<file path="src/core/fmt_pkg.sv">
// package for the converter output formatting block: register map, field
// positions, reset values and the sample carrier type.
// assumes one conversion clock domain and a 14-bit sample path.
package fmt_pkg;

   localparam int          SAMPLE_W        = 14;
   localparam int          FIFO_DEPTH      = 8;
   localparam int          WORD_BITS       = 16;
   localparam int          HDR_BITS        = 8;

   // register addresses (7-bit serial address space)
   localparam logic [6:0]  ADDR_SW_RESET   = 7'h00;
   localparam logic [6:0]  ADDR_FORMAT     = 7'h04;

   // format register layout, software reset bit and value after reset
   localparam logic [7:0]  FORMAT_RESET    = 8'h00;
   localparam int          SW_RESET_BIT    = 7;
   localparam int          TP_MSB          = 5;
   localparam int          TP_LSB          = 3;
   localparam int          POLARITY_BIT    = 2;
   localparam int          SCRAMBLE_BIT    = 1;
   localparam int          SIGNED_BIT      = 0;
   localparam logic [7:0]  USED_MASK       = 8'h3F;

   // test pattern codes
   localparam logic [2:0]  TP_OFF          = 3'h0;
   localparam logic [2:0]  TP_ZEROS        = 3'h1;
   localparam logic [2:0]  TP_ONES         = 3'h3;
   localparam logic [2:0]  TP_CHECKER      = 3'h5;
   localparam logic [2:0]  TP_TOGGLE       = 3'h7;

   // checkerboard phase A for overrange plus sample bits: 101 0101 0101 0101
   localparam logic [14:0] CHECKER_A       = 15'h5555;

   typedef struct packed {
      logic                overrange;
      logic [SAMPLE_W-1:0] bits;
   } sample_word_t;

   typedef struct packed {
      logic [2:0] test_pattern_select;
      logic       alternate_bit_polarity_enable;
      logic       output_scrambler_enable;
      logic       signed_coding_select;
   } format_cfg_t;

endpackage

</file>
<file path="src/core/adc_output_format_control.sv">
// converter output formatting stage with its serial configuration port and
// an 8-word output buffer.
// assumes samples arrive on mclk_i from the converter core and that the
// serial pins are asynchronous; sck must be slower than mclk_i / 4.
//
// Function
// - format register at address 04h, bits 7:6 ignored
// - pattern 000 passes normal conversion data
// - pattern 001 drives all outputs zero
// - pattern 011 drives all outputs one
// - pattern 101 alternates checkerboard per sample
// - pattern 111 alternates all zeros, all ones
// - bit 2 enables alternate bit polarity
// - bit 1 enables output scrambler
// - serial word: rw, 7 address, 8 data
// - only first 16 sck rising edges sampled
// - read leaves register, returns it on serial_out
// - software reset clears format register to 00h
`timescale 1ns/1ns
`default_nettype none

module sample_fifo #(
   parameter int WIDTH = 15,
   parameter int DEPTH = 8
) (
   input  wire logic             mclk_i,
   input  wire logic             rst_n_i,
   input  wire logic             ce_i,
   input  wire logic             in_valid_i,
   output logic                  in_ready_o,
   input  wire logic [WIDTH-1:0] in_data_i,
   output logic                  out_valid_o,
   input  wire logic             out_ready_i,
   output logic      [WIDTH-1:0] out_data_o
);
   localparam int AW = $clog2(DEPTH);

   logic [WIDTH-1:0] mem_r [DEPTH];
   logic [AW-1:0]    wr_ptr_r;
   logic [AW-1:0]    rd_ptr_r;
   logic [AW:0]      count_r;
   logic             ready_r;
   wire              push_w = in_valid_i && in_ready_o;
   wire              pop_w  = out_valid_o && out_ready_i;
   wire [AW:0]       count_nxt = count_r + (AW+1)'(push_w) - (AW+1)'(pop_w);

   // ready is a flop of its own so the top's ready pin has no logic after it
   assign in_ready_o  = ready_r;
   assign out_valid_o = (count_r != '0);
   assign out_data_o  = mem_r[rd_ptr_r];

   always_ff @(posedge mclk_i) begin
      if (ce_i && push_w) begin
         mem_r[wr_ptr_r] <= in_data_i;
      end
   end

   always_ff @(posedge mclk_i) begin
      if (!rst_n_i) begin
         wr_ptr_r <= '0;
         rd_ptr_r <= '0;
         count_r  <= '0;
         ready_r  <= 1'b1;
      end else if (ce_i) begin
         if (push_w) begin
            wr_ptr_r <= (wr_ptr_r == AW'(DEPTH-1)) ? '0 : wr_ptr_r + 1'b1;
         end
         if (pop_w) begin
            rd_ptr_r <= (rd_ptr_r == AW'(DEPTH-1)) ? '0 : rd_ptr_r + 1'b1;
         end
         count_r <= count_nxt;
         ready_r <= (count_nxt != (AW+1)'(DEPTH));
      end
   end
endmodule

module adc_output_format_control #(
   parameter int FIFO_DEPTH = fmt_pkg::FIFO_DEPTH
) (
   input  wire logic                          mclk_i,
   input  wire logic                          rst_n_i,
   input  wire logic                          ce_i,
   // converter core side
   input  wire logic                          sample_valid_i,
   output logic                               sample_ready_o,
   input  wire logic [fmt_pkg::SAMPLE_W-1:0]  sample_bits_i,
   input  wire logic                          overrange_flag_i,
   // receiving logic side
   output logic                               out_valid_o,
   input  wire logic                          out_ready_i,
   output logic [fmt_pkg::SAMPLE_W-1:0]       sample_bits_o,
   output logic                               overrange_flag_o,
   // serial configuration pins
   input  wire logic                          cs_n_i,
   input  wire logic                          sck_i,
   input  wire logic                          serial_in_i,
   output logic                               serial_out_o,
   output logic                               serial_out_oe_o,
   // format register, visible for the rest of the chip
   output logic [7:0]                         data_format_control_o
);
   typedef enum logic [3:0] {
      ST_IDLE   = 4'b0001,
      ST_HEADER = 4'b0010,
      ST_DATA   = 4'b0100,
      ST_DONE   = 4'b1000
   } port_state_t;

   // pin synchronisers; stage one is read only by stage two
   logic [2:0]          sync1_r;
   logic [2:0]          sync2_r;
   logic                sck_prev_r;
   port_state_t         state_r;
   port_state_t         state_nxt;
   logic [4:0]          edge_cnt_r;
   logic [15:0]         shift_r;
   logic [7:0]          read_back_r;
   logic                serial_out_low_r;
   logic                rd_cmd_r;
   logic [7:0]          format_r;
   logic                phase_r;
   logic                out_valid_r;
   fmt_pkg::sample_word_t out_word_r;

   wire cs_n_s   = sync2_r[2];
   wire sck_s    = sync2_r[1];
   wire serial_in_s = sync2_r[0];
   wire sck_rise = !cs_n_s && sck_s && !sck_prev_r;
   wire [15:0] word_w     = {shift_r[14:0], serial_in_s};
   wire        last_edge  = sck_rise && (edge_cnt_r == 5'(fmt_pkg::WORD_BITS - 1));
   wire        hdr_edge   = sck_rise && (edge_cnt_r == 5'(fmt_pkg::HDR_BITS - 1));
   wire        hdr_read   = word_w[7];
   wire [6:0]  hdr_addr   = word_w[6:0];
   wire        wr_format  = last_edge && !word_w[15] && (word_w[14:8] == fmt_pkg::ADDR_FORMAT);
   wire        wr_reset   = last_edge && !word_w[15] && (word_w[14:8] == fmt_pkg::ADDR_SW_RESET)
                            && word_w[fmt_pkg::SW_RESET_BIT];

   // serial port sequencing
   always_comb begin
      state_nxt = state_r;
      case (state_r)
         ST_IDLE:   state_nxt = cs_n_s ? ST_IDLE : ST_HEADER;
         ST_HEADER: state_nxt = cs_n_s ? ST_IDLE : (hdr_edge ? ST_DATA : ST_HEADER);
         ST_DATA:   state_nxt = cs_n_s ? ST_IDLE : (last_edge ? ST_DONE : ST_DATA);
         ST_DONE:   state_nxt = cs_n_s ? ST_IDLE : ST_DONE;
         default:   state_nxt = ST_IDLE;
      endcase
   end

   always_ff @(posedge mclk_i) begin
      if (!rst_n_i) begin
         // idle pin levels: select high, clock low, so no false edge after reset
         sync1_r    <= 3'h4;
         sync2_r    <= 3'h4;
         sck_prev_r <= 1'b0;
      end else if (ce_i) begin
         sync1_r    <= {cs_n_i, sck_i, serial_in_i};
         sync2_r    <= sync1_r;
         sck_prev_r <= sync2_r[1];
      end
   end

   always_ff @(posedge mclk_i) begin
      if (!rst_n_i) begin
         state_r    <= ST_IDLE;
         edge_cnt_r <= 5'h00;
         shift_r    <= 16'h0000;
      end else if (ce_i) begin
         state_r <= state_nxt;
         if (cs_n_s) begin
            edge_cnt_r <= 5'h00;
         end else if (sck_rise && (state_r != ST_DONE)) begin
            edge_cnt_r <= edge_cnt_r + 5'h01;
            shift_r    <= word_w;
         end
      end
   end

   // read back: after the header the addressed register shifts out msb first;
   // the pin only ever pulls low, the pull-up gives the ones
   wire [7:0] reg_view = (hdr_addr == fmt_pkg::ADDR_FORMAT) ? format_r : 8'h00;

   // the read flag is latched at the header: the shift register still holds
   // bits of the previous word above those shifted in so far
   always_ff @(posedge mclk_i) begin
      if (!rst_n_i) begin
         read_back_r      <= 8'h00;
         serial_out_low_r <= 1'b0;
         rd_cmd_r         <= 1'b0;
      end else if (ce_i) begin
         if (cs_n_s) begin
            serial_out_low_r <= 1'b0;
            rd_cmd_r         <= 1'b0;
         end else if (hdr_edge && hdr_read) begin
            read_back_r      <= {reg_view[6:0], 1'b0};
            serial_out_low_r <= !reg_view[7];
            rd_cmd_r         <= 1'b1;
         end else if (sck_rise && (state_r == ST_DATA) && rd_cmd_r && !last_edge) begin
            read_back_r      <= {read_back_r[6:0], 1'b0};
            serial_out_low_r <= !read_back_r[7];
         end else if (last_edge) begin
            serial_out_low_r <= 1'b0;
         end
      end
   end

   assign serial_out_o    = 1'b0;
   assign serial_out_oe_o = serial_out_low_r;

   // format register; reads never write it, software reset clears it
   always_ff @(posedge mclk_i) begin
      if (!rst_n_i) begin
         format_r <= fmt_pkg::FORMAT_RESET;
      end else if (ce_i) begin
         if (wr_reset) begin
            format_r <= fmt_pkg::FORMAT_RESET;
         end else if (wr_format) begin
            format_r <= word_w[7:0] & fmt_pkg::USED_MASK;
         end
      end
   end

   assign data_format_control_o = format_r;

   // sample formatting; settings are read per sample, so a new write
   // applies from the next accepted sample on
   fmt_pkg::format_cfg_t cfg_w;
   assign cfg_w = fmt_pkg::format_cfg_t'(format_r[5:0]);

   wire [fmt_pkg::SAMPLE_W-1:0] coded_w = cfg_w.signed_coding_select
        ? {~sample_bits_i[fmt_pkg::SAMPLE_W-1], sample_bits_i[fmt_pkg::SAMPLE_W-2:0]}
        : sample_bits_i;
   // scrambler: upper bits xored with the lsb, undone by the receiver
   wire [fmt_pkg::SAMPLE_W-1:0] scram_w = cfg_w.output_scrambler_enable
        ? {coded_w[fmt_pkg::SAMPLE_W-1:1] ^ {(fmt_pkg::SAMPLE_W-1){coded_w[0]}}, coded_w[0]}
        : coded_w;
   // alternate bit polarity: odd bits inverted on every other sample
   logic [fmt_pkg::SAMPLE_W-1:0] polarity_mask_w;
   for (genvar i = 0; i < fmt_pkg::SAMPLE_W; i++) begin : g_polarity
      assign polarity_mask_w[i] = (i % 2 == 1) && phase_r
                                  && cfg_w.alternate_bit_polarity_enable;
   end
   wire [14:0] normal_w  = {overrange_flag_i, scram_w ^ polarity_mask_w};
   wire [14:0] checker_w = phase_r ? ~fmt_pkg::CHECKER_A : fmt_pkg::CHECKER_A;
   wire [14:0] toggle_w  = {15{phase_r}};
   wire [2:0]  tp_w      = cfg_w.test_pattern_select;

   // unused codes fall through to normal data
   wire [14:0] pattern_w =
        (tp_w == fmt_pkg::TP_ZEROS)   ? 15'h0000  :
        (tp_w == fmt_pkg::TP_ONES)    ? 15'h7FFF  :
        (tp_w == fmt_pkg::TP_CHECKER) ? checker_w :
        (tp_w == fmt_pkg::TP_TOGGLE)  ? toggle_w  :
                                        normal_w;

   wire fifo_in_ready;
   wire fifo_out_valid;
   wire [14:0] fifo_out_data;
   wire accept_w = sample_valid_i && fifo_in_ready;
   wire load_out = fifo_out_valid && (!out_valid_r || out_ready_i);

   assign sample_ready_o = fifo_in_ready;

   always_ff @(posedge mclk_i) begin
      if (!rst_n_i) begin
         phase_r <= 1'b0;
      end else if (ce_i && accept_w) begin
         phase_r <= !phase_r;
      end
   end

   sample_fifo #(
      .WIDTH (15),
      .DEPTH (FIFO_DEPTH)
   ) u_fifo (
      .mclk_i      (mclk_i),
      .rst_n_i     (rst_n_i),
      .ce_i        (ce_i),
      .in_valid_i  (sample_valid_i),
      .in_ready_o  (fifo_in_ready),
      .in_data_i   (pattern_w),
      .out_valid_o (fifo_out_valid),
      .out_ready_i (load_out),
      .out_data_o  (fifo_out_data)
   );

   // output register so the pins come straight from flops
   always_ff @(posedge mclk_i) begin
      if (!rst_n_i) begin
         out_valid_r <= 1'b0;
         out_word_r  <= '0;
      end else if (ce_i) begin
         if (load_out) begin
            out_valid_r <= 1'b1;
            out_word_r  <= fmt_pkg::sample_word_t'(fifo_out_data);
         end else if (out_ready_i) begin
            out_valid_r <= 1'b0;
         end
      end
   end

   assign out_valid_o      = out_valid_r;
   assign sample_bits_o    = out_word_r.bits;
   assign overrange_flag_o = out_word_r.overrange;

endmodule

`default_nettype wire

</file>
<file path="config.mk">
export PLATFORM = sky130hd
export DESIGN_NAME = adc_output_format_control
export DESIGN_NICKNAME = d
export VERILOG_FILES = /design/src/core/fmt_pkg.sv /design/src/core/adc_output_format_control.sv
export SDC_FILE = /design/constraint.sdc
export NUM_CORES = 1
export LEC_CHECK = 0
export BUFFER_PORTS_ARGS = -buffer_cell sky130_fd_sc_hd__buf_2
export CORE_MARGIN = 4
export CORE_UTILIZATION = 38
export DETAILED_ROUTE_END_ITERATION = 10
export PLACE_DENSITY = 0.62
export SLEW_MARGIN = 20
export SYNTH_ARGS = -nofsm -noshare
export SYNTH_HDL_FRONTEND = slang
export SYNTH_SLANG_ARGS = --single-unit
</file>
<file path="constraint.sdc">
create_clock -name mclk_i -period 2.7 [get_ports mclk_i]
set_clock_uncertainty 0.2 [all_clocks]
set_input_delay 0.135 -clock mclk_i [delete_from_list [all_inputs] [get_ports mclk_i]]
set_output_delay 0.135 -clock mclk_i [all_outputs]
set_load 0.005 [all_outputs]
</file>
## Yosys cells after proc, flatten, opt, wreduce, memory -nomap -nowiden

Memory sizes are Yosys's and may differ from the RTL's. A register that Yosys moved wholly into a read port is not among the register bits.
Index checks and enable logic that the tools add are counted.

- Register bits: 62
- Latch bits: 0
- Bits in writable memories: 120
- Memory bits (read-only): 0
- Input bits: 23
- Logic and storage cells: 121
- Memories kept: 1

- Add/sub/neg operators: 5
- Multiply operators: 0
- Div/mod/pow operators: 0
- Order comparisons: 0
- Equality and inequality tests: 16
- Shift-type cells: 0
- Multiplexer cells: 33
- Bitwise gates (word level): 4
- Reduce and logical (&&, ||, !) cells: 46

Memory list:

| memory | depth | bits a word | rd ports | clocked after memory_dff | wr ports | RTL line | source |
|---|---|---|---|---|---|---|---|
| u_fifo.mem_r | 8 | 15 | 1 | 1 | 1 | adc_output_format_control.sv:38 | `logic [WIDTH-1:0] mem_r [DEPTH];` |

Operator list:

| kind | number |
|---|---|
| $mux W15 | 5 |
| $mux W8 | 5 |
| $mux W14 | 2 |
| $logic_and A1 B1 Y1 | 18 |
| $pmux W4 S4 | 1 |
| $reduce_and A2 Y1 | 8 |
| $eq A7 B3 Y1 const B | 2 |
| $xor A14 B14 Y14 | 1 |
| $xor A13 B13 Y13 | 1 |
| $eq A3 B3 Y1 const B | 4 |
| $mux W3 | 4 |
| $mux W4 | 3 |
| $mux W1 | 10 |
| $mux W5 | 2 |
| $reduce_bool A2 Y1 | 5 |
| $logic_not A1 Y1 | 9 |
| $ne A4 B4 Y1 const B | 2 |
| $reduce_bool A4 Y1 | 2 |
| $logic_not A7 Y1 | 1 |
| $add A3 B1 Y3 const B | 2 |
| $reduce_and A3 Y1 | 2 |
| $add A5 B1 Y5 const B | 1 |
| $eq A5 B3 Y1 const B | 1 |
| $eq A5 B4 Y1 const B | 1 |
| 11 further kinds | 12 |

## Logic depth before layout (Yosys ltp)

- Depth in word-level cells: 9
- Gate-level depth with buffers: 11

## Modules after synthesis

Synthesis repeated with hierarchy kept, for this count alone.

- Cells, all modules: 616
- Area, all modules: 8424.3 um^2

By module, submodules not included:

| module | times used | cells each | area each (um^2) | sequential area each (um^2) |
|---|---|---|---|---|
| sample_fifo | 1 | 259 | 5375.2 | 3883.7 |
| adc_output_format_control | 1 | 357 | 3049.2 | 1261.2 |

## Worst setup path after synthesis

Ideal clock, no wire load.

- Path type: input to register
- Start point: input ce_i
- End point: memory u_fifo.mem_r[0][0] (enable)
- Arrival: 2.238 ns
- Setup slack: -0.164 ns
- Stages: 3
- Path through: clkbuf_1 -> nand3_1 -> nor4_1

- Word-level cells in the longest chain between the ends: 3

Ends and longest elaborated chain:

| what | RTL line | source |
|---|---|---|
| start, declared | adc_output_format_control.sv:82 | `input wire logic ce_i,` |
| $logic_and A1 B1 Y1 | adc_output_format_control.sv:53 | `if (ce_i && push_w) begin` |
| $mux W1 | adc_output_format_control.sv:53 |  |
| $mux W1 (implied by the code) | adc_output_format_control.sv:54 | `mem_r[wr_ptr_r] <= in_data_i;` |
| end, declared | adc_output_format_control.sv:38 |  |

No other way between the ends.

## Worst setup path in the final report

- Start point: register u_fifo.count_r[2]
- End point: register u_fifo.ready_r (netlist: u_fifo.in_ready_o)

- Word-level cells in the longest chain between the ends: 5

Ends and longest elaborated chain:

| what | RTL line | source |
|---|---|---|
| start, declared | adc_output_format_control.sv:41 | `logic [AW:0] count_r;` |
| start signal, assigned | adc_output_format_control.sv:71 | `count_r <= count_nxt;` |
| $reduce_bool A4 Y1 | adc_output_format_control.sv:49 | `assign out_valid_o = (count_r != '0);` |
| $logic_and A1 B1 Y1 | adc_output_format_control.sv:260 | `wire load_out = fifo_out_valid && (!out_valid_r \|\| out_ready_i);` |
| via load_out | adc_output_format_control.sv:260 |  |
| $logic_and A1 B1 Y1 | adc_output_format_control.sv:44 | `wire pop_w = out_valid_o && out_ready_i;` |
| $sub A4 B1 Y4 | adc_output_format_control.sv:45 | `wire [AW:0] count_nxt = count_r + (AW+1)'(push_w) - (AW+1)'(pop_w);` |
| via u_fifo.count_nxt[1] | adc_output_format_control.sv:45 |  |
| $ne A4 B4 Y1 | adc_output_format_control.sv:72 | `ready_r <= (count_nxt != (AW+1)'(DEPTH));` |
| end signal, assigned | adc_output_format_control.sv:72 |  |
| end, declared | adc_output_format_control.sv:42 | `logic ready_r;` |

The timed path passes the listed nets, and every way through them passes these cells.
A chain may end at the register's enable or synchronous reset.

==> metrics.md <==
| Metric | Value |
|---|---|
| Starting Density | `39.1%` |
| # fillers | `1830` |
| Power Dens Cells | `785 nW/um^2` |
| Switching pwr | `0.00203 W` |
| Max Cap Viol | `0` |
| Highest-count cells in the layout ignoring fill and taps | `120 x edfxtp_1, 72 x nor2_1, 71 x dfxtp_1, 46 x buf_2` |
| Worst setup SP type | `register` |
| Critical Path RT | `2.83 ns` |
| Port bufs | `46` |
| Setup crit end kind | `register` |
| Number of detailed-route iterations in the first pass | `5` |
| Setup Viol. Count Final | `0` |
| Most common cell after layout, fill and taps aside | `edfxtp_1` |
| Max incr delay on CP | `0.43 ns` |
| FF+latch area | `5090 sq um` |
| XOR/XNOR Fraction of Synth Area | `2.51%` |
| Vias per inst | `5.28` |
| Complex-gate fraction of the synthesized area | `7.55%` |
| Num CTS Buffers | `17` |
| Worst path most repeated cell | `ha_4` |
| I/O pin count | `50` |
| Worst Hold Class | `input port to register` |
| Largest family of logic cells by synthesized area | `multiplexers` |
| Post-layout min period | `2.67 ns` |
| Crit-path cells | `inv_2 -> ha_4 -> or3b_4 -> and2_4 -> ha_4 -> inv_2 -> ha_4 -> fa_2 -> nor2_2 -> a31oi_1 -> a211o_1` |
| Post-DP Area | `8630 sq um` |
| Static Leakage | `3.31 nW` |
| First-pass GRT wire length | `27100 microns` |
| CTS tree | `built` |
| Post-Synth Simple-Gate Area | `9.21%` |
| Routed len/inst | `18.4 microns` |
| Clk_lat worst skew | `0.44 ns` |
| Die span in y | `153 microns` |
| Number of flops mapped to enable cells by yosys | `120` |
| CTS H-tree depth | `4` |
| Period utilization | `99.0%` |
| Vias in the first global route | `4939` |
| GRT Overall Usage | `14.8%` |
| CTS Sinks | `194` |
| Global route total overflow | `0` |
| Tot Pwr | `0.00735 W` |
| Synth Flop Type | `edfxtp_1` |
| Slowest CP cell | `fa_2` |
| Final TNS setup | `0 ns` |
| Mux contribution to synthesized area | `12.6%` |
| Final GP Congestion | `0.759` |
| Ant diodes | `0` |
| Antenna Violating Nets Remaining | `0` |
| Cells after Synth | `568` |
| Initial DRC count | `271` |
| Worst-Margin Slew | `0.899 ns` |
| Crit path arrival time | `2.81 ns` |
| Ys Warns | `0` |
| Status | `finished clean` |
| Multi-input logic area | `2810 sq um` |
| DP HPWL | `10500 microns` |
| CTS clk-pin slew, worst paths | `0.08 ns` |
| Std-Cell Rows | `52` |
| CP Buf/Inv Count | `2` |
| RSZ-0062 raised after global routing | `true` |
| Internal power | `0.00532 W` |
| Post-route DRC | `0` |
| Synth unique cells | `60` |
| Post-synth ARST share | `0%` |
| Post-layout instance area | `9360 sq um` |
| Critical path type | `register to register` |
| Area grow syn2layout | `17.1%` |
| Slew HR | `40.0%` |
| Post-synthesis sequential area ratio | `63.6%` |
| CORE AREA | `20400 sq um` |
| Cell family with most CP delay | `adder cells` |
| Sw frac | `27.6%` |
| Clock power share | `33.0%` |
| Initial antenna violation count | `0` |
| Total number of vias | `4838` |
| Final WL | `16900 microns` |
| Die ar. | `23400 sq um` |
| Post-Synth Adder-Cell Area | `1.97%` |
| CP Max Fanout | `2` |
| Max VDD drop | `0.000527 V` |
| Flops & latches, synth | `194` |
| CTS Buffer Depth | `2` |
| CTS Root Cell | `clkbuf_16` |
| Slew Viols, Final | `0` |
| Final hold vios | `0` |
| Sequential Power Share | `46.5%` |
| Layout cell share with drive strength beyond 1 | `26.3%` |
| Largest net degree at the start of global routing | `31` |
| Mean post-synth cell area | `14.1 sq um` |
| Comb power frac | `20.5%` |
| Chip Width | `153 microns` |
| Area of the mapped netlist | `7990 sq um` |
| Final #Nets | `669` |
| Fmax | `374 MHz` |
[layer usage]
metal | track usage, % | part of all wire [%] | vias to the layer above
met3 | 3.48 | 3.6 | 25
met1 | 19.0 | 44 | 2439
met4 | 4.92 | 1.8 | 0
met5 | 0 | 0 | -
met2 | 24.9 | 50 | 103
li1 | - | - | 2271
[sequential cells by signal (all words and copies together), names as in the netlist]
signal                 flops
shift_r                   15
sync2_r                    3
out_valid_o                1
overrange_flag_o           1
read_back_r                7
state_r                    4
sample_bits_o             14
u_fifo.count_r             4
u_fifo.mem_r             120
u_fifo.rd_ptr_r            3
phase_r                    1
data_format_control_o      6
u_fifo.in_ready_o          1
u_fifo.wr_ptr_r            3
edge_cnt_r                 5
rd_cmd_r                   1
sync1_r                    3
sck_prev_r                 1
serial_out_oe_o            1
[stage by stage]
step	std cells	util, %	worst slack, ns	hold slack [ns]
after floorplan	570	-	0.0362	0.0634
after global placement	872	42.3	-0.0103	0.172
after detailed placement	872	42.3	-0.0773	0.181
after CTS	915	45.7	-0.0125	0.0126
after global routing	917	45.8	-0.0307	0.0356
final	917	45.8	0.0258	0.0223
[worst register-to-register path, stage by stage, from the launching register on]
cell and delay [ns]:
dfxtp_2 0.33, inv_2 0.07, ha_4 0.11, or3b_4 0.37
and2_4 0.17, ha_4 0.25, inv_2 0.04, ha_4 0.15
fa_2 0.43, nor2_2 0.12, a31oi_1 0.08, a211o_1 0.24
[path summary, 6_finish.rpt]
kind / startpoint / end / slack [ns] / cells past startpoint
worst max-delay path: u_fifo.count_r[2]$_SDFFE_PN0P_ / u_fifo.in_ready_o$_SDFFE_PN1P_ / 0.03 / 11
worst min-delay path: ce_i / u_fifo.in_ready_o$_SDFFE_PN1P_ / 0.02 / 4
worst max register to register: u_fifo.count_r[2]$_SDFFE_PN0P_ / u_fifo.in_ready_o$_SDFFE_PN1P_ / 0.03 / 11
worst min register to register: read_back_r[1]$_SDFFE_PN0P_ / read_back_r[1]$_SDFFE_PN0P_ / 0.25 / 1
[kinds of logic after synthesis]
group / after synthesis
AO/OA/AOI/OAI: 89
XOR/XNOR: 22
flip-flops: 194
AND/OR/NAND/NOR: 142
buffers and inverters: 45
multiplexers: 63
other: 1
adder cells (fa/ha/maj): 12
[power groups by stage]
| stage | clock [W] | combinational [W] | sequential [W] |
|---|---|---|---|
| after floorplan | 0 | 0.000973 | 0.00346 |
| after global placement | 0 | 0.00133 | 0.00347 |
| after detailed placement | 0 | 0.00136 | 0.00348 |
| after CTS | 0.00248 | 0.00148 | 0.00342 |
| after global routing | 0.00262 | 0.00167 | 0.00344 |
| final | 0.00242 | 0.00150 | 0.00342 |
[repair_timing]
action / 4_1_cts / 5_1_grt
setup buffers: 2 / 2
hold buffers: 9 / 0
resized for setup: 10 / 0
pin swaps: 5 / 3
hold endpoints to repair: 19 / 0
setup endpoints to repair: 1 / 1
[final cells by class]
type | count | share of cell area, %
sequential | 194 | 54.4
multi-input combinational | 331 | 30.0
timing repair buffer | 80 | 5.56
clock buffer | 17 | 4.54
tap | 270 | 3.61
clock inverter | 15 | 1.52
inverter | 10 | 0.401
[Yosys cell counts (4+ instances only)]
cell type | instances | area [sq um]
clkbuf_1 | 23 | 86.3
nand2_1 | 17 | 63.8
nor2_1 | 73 | 274
xnor2_1 | 17 | 149
buf_2 | 7 | 35.0
ha_1 | 11 | 138
and2_1 | 4 | 25.0
inv_1 | 9 | 33.8
mux4_2 | 30 | 676
nor2b_1 | 4 | 25.0
a31o_2 | 4 | 35.0
nor3_1 | 8 | 40.0
xor2_1 | 4 | 35.0
o21ai_0 | 24 | 120
a21oi_1 | 10 | 50.1
edfxtp_1 | 120 | 3600
o22ai_1 | 15 | 93.8
dfxtp_1 | 74 | 1480
a21boi_0 | 5 | 37.5
nand3_1 | 5 | 25.0
mux2i_1 | 30 | 300
nand2b_1 | 4 | 25.0
a22o_1 | 11 | 96.3
(Power assumes the default switching activity.)
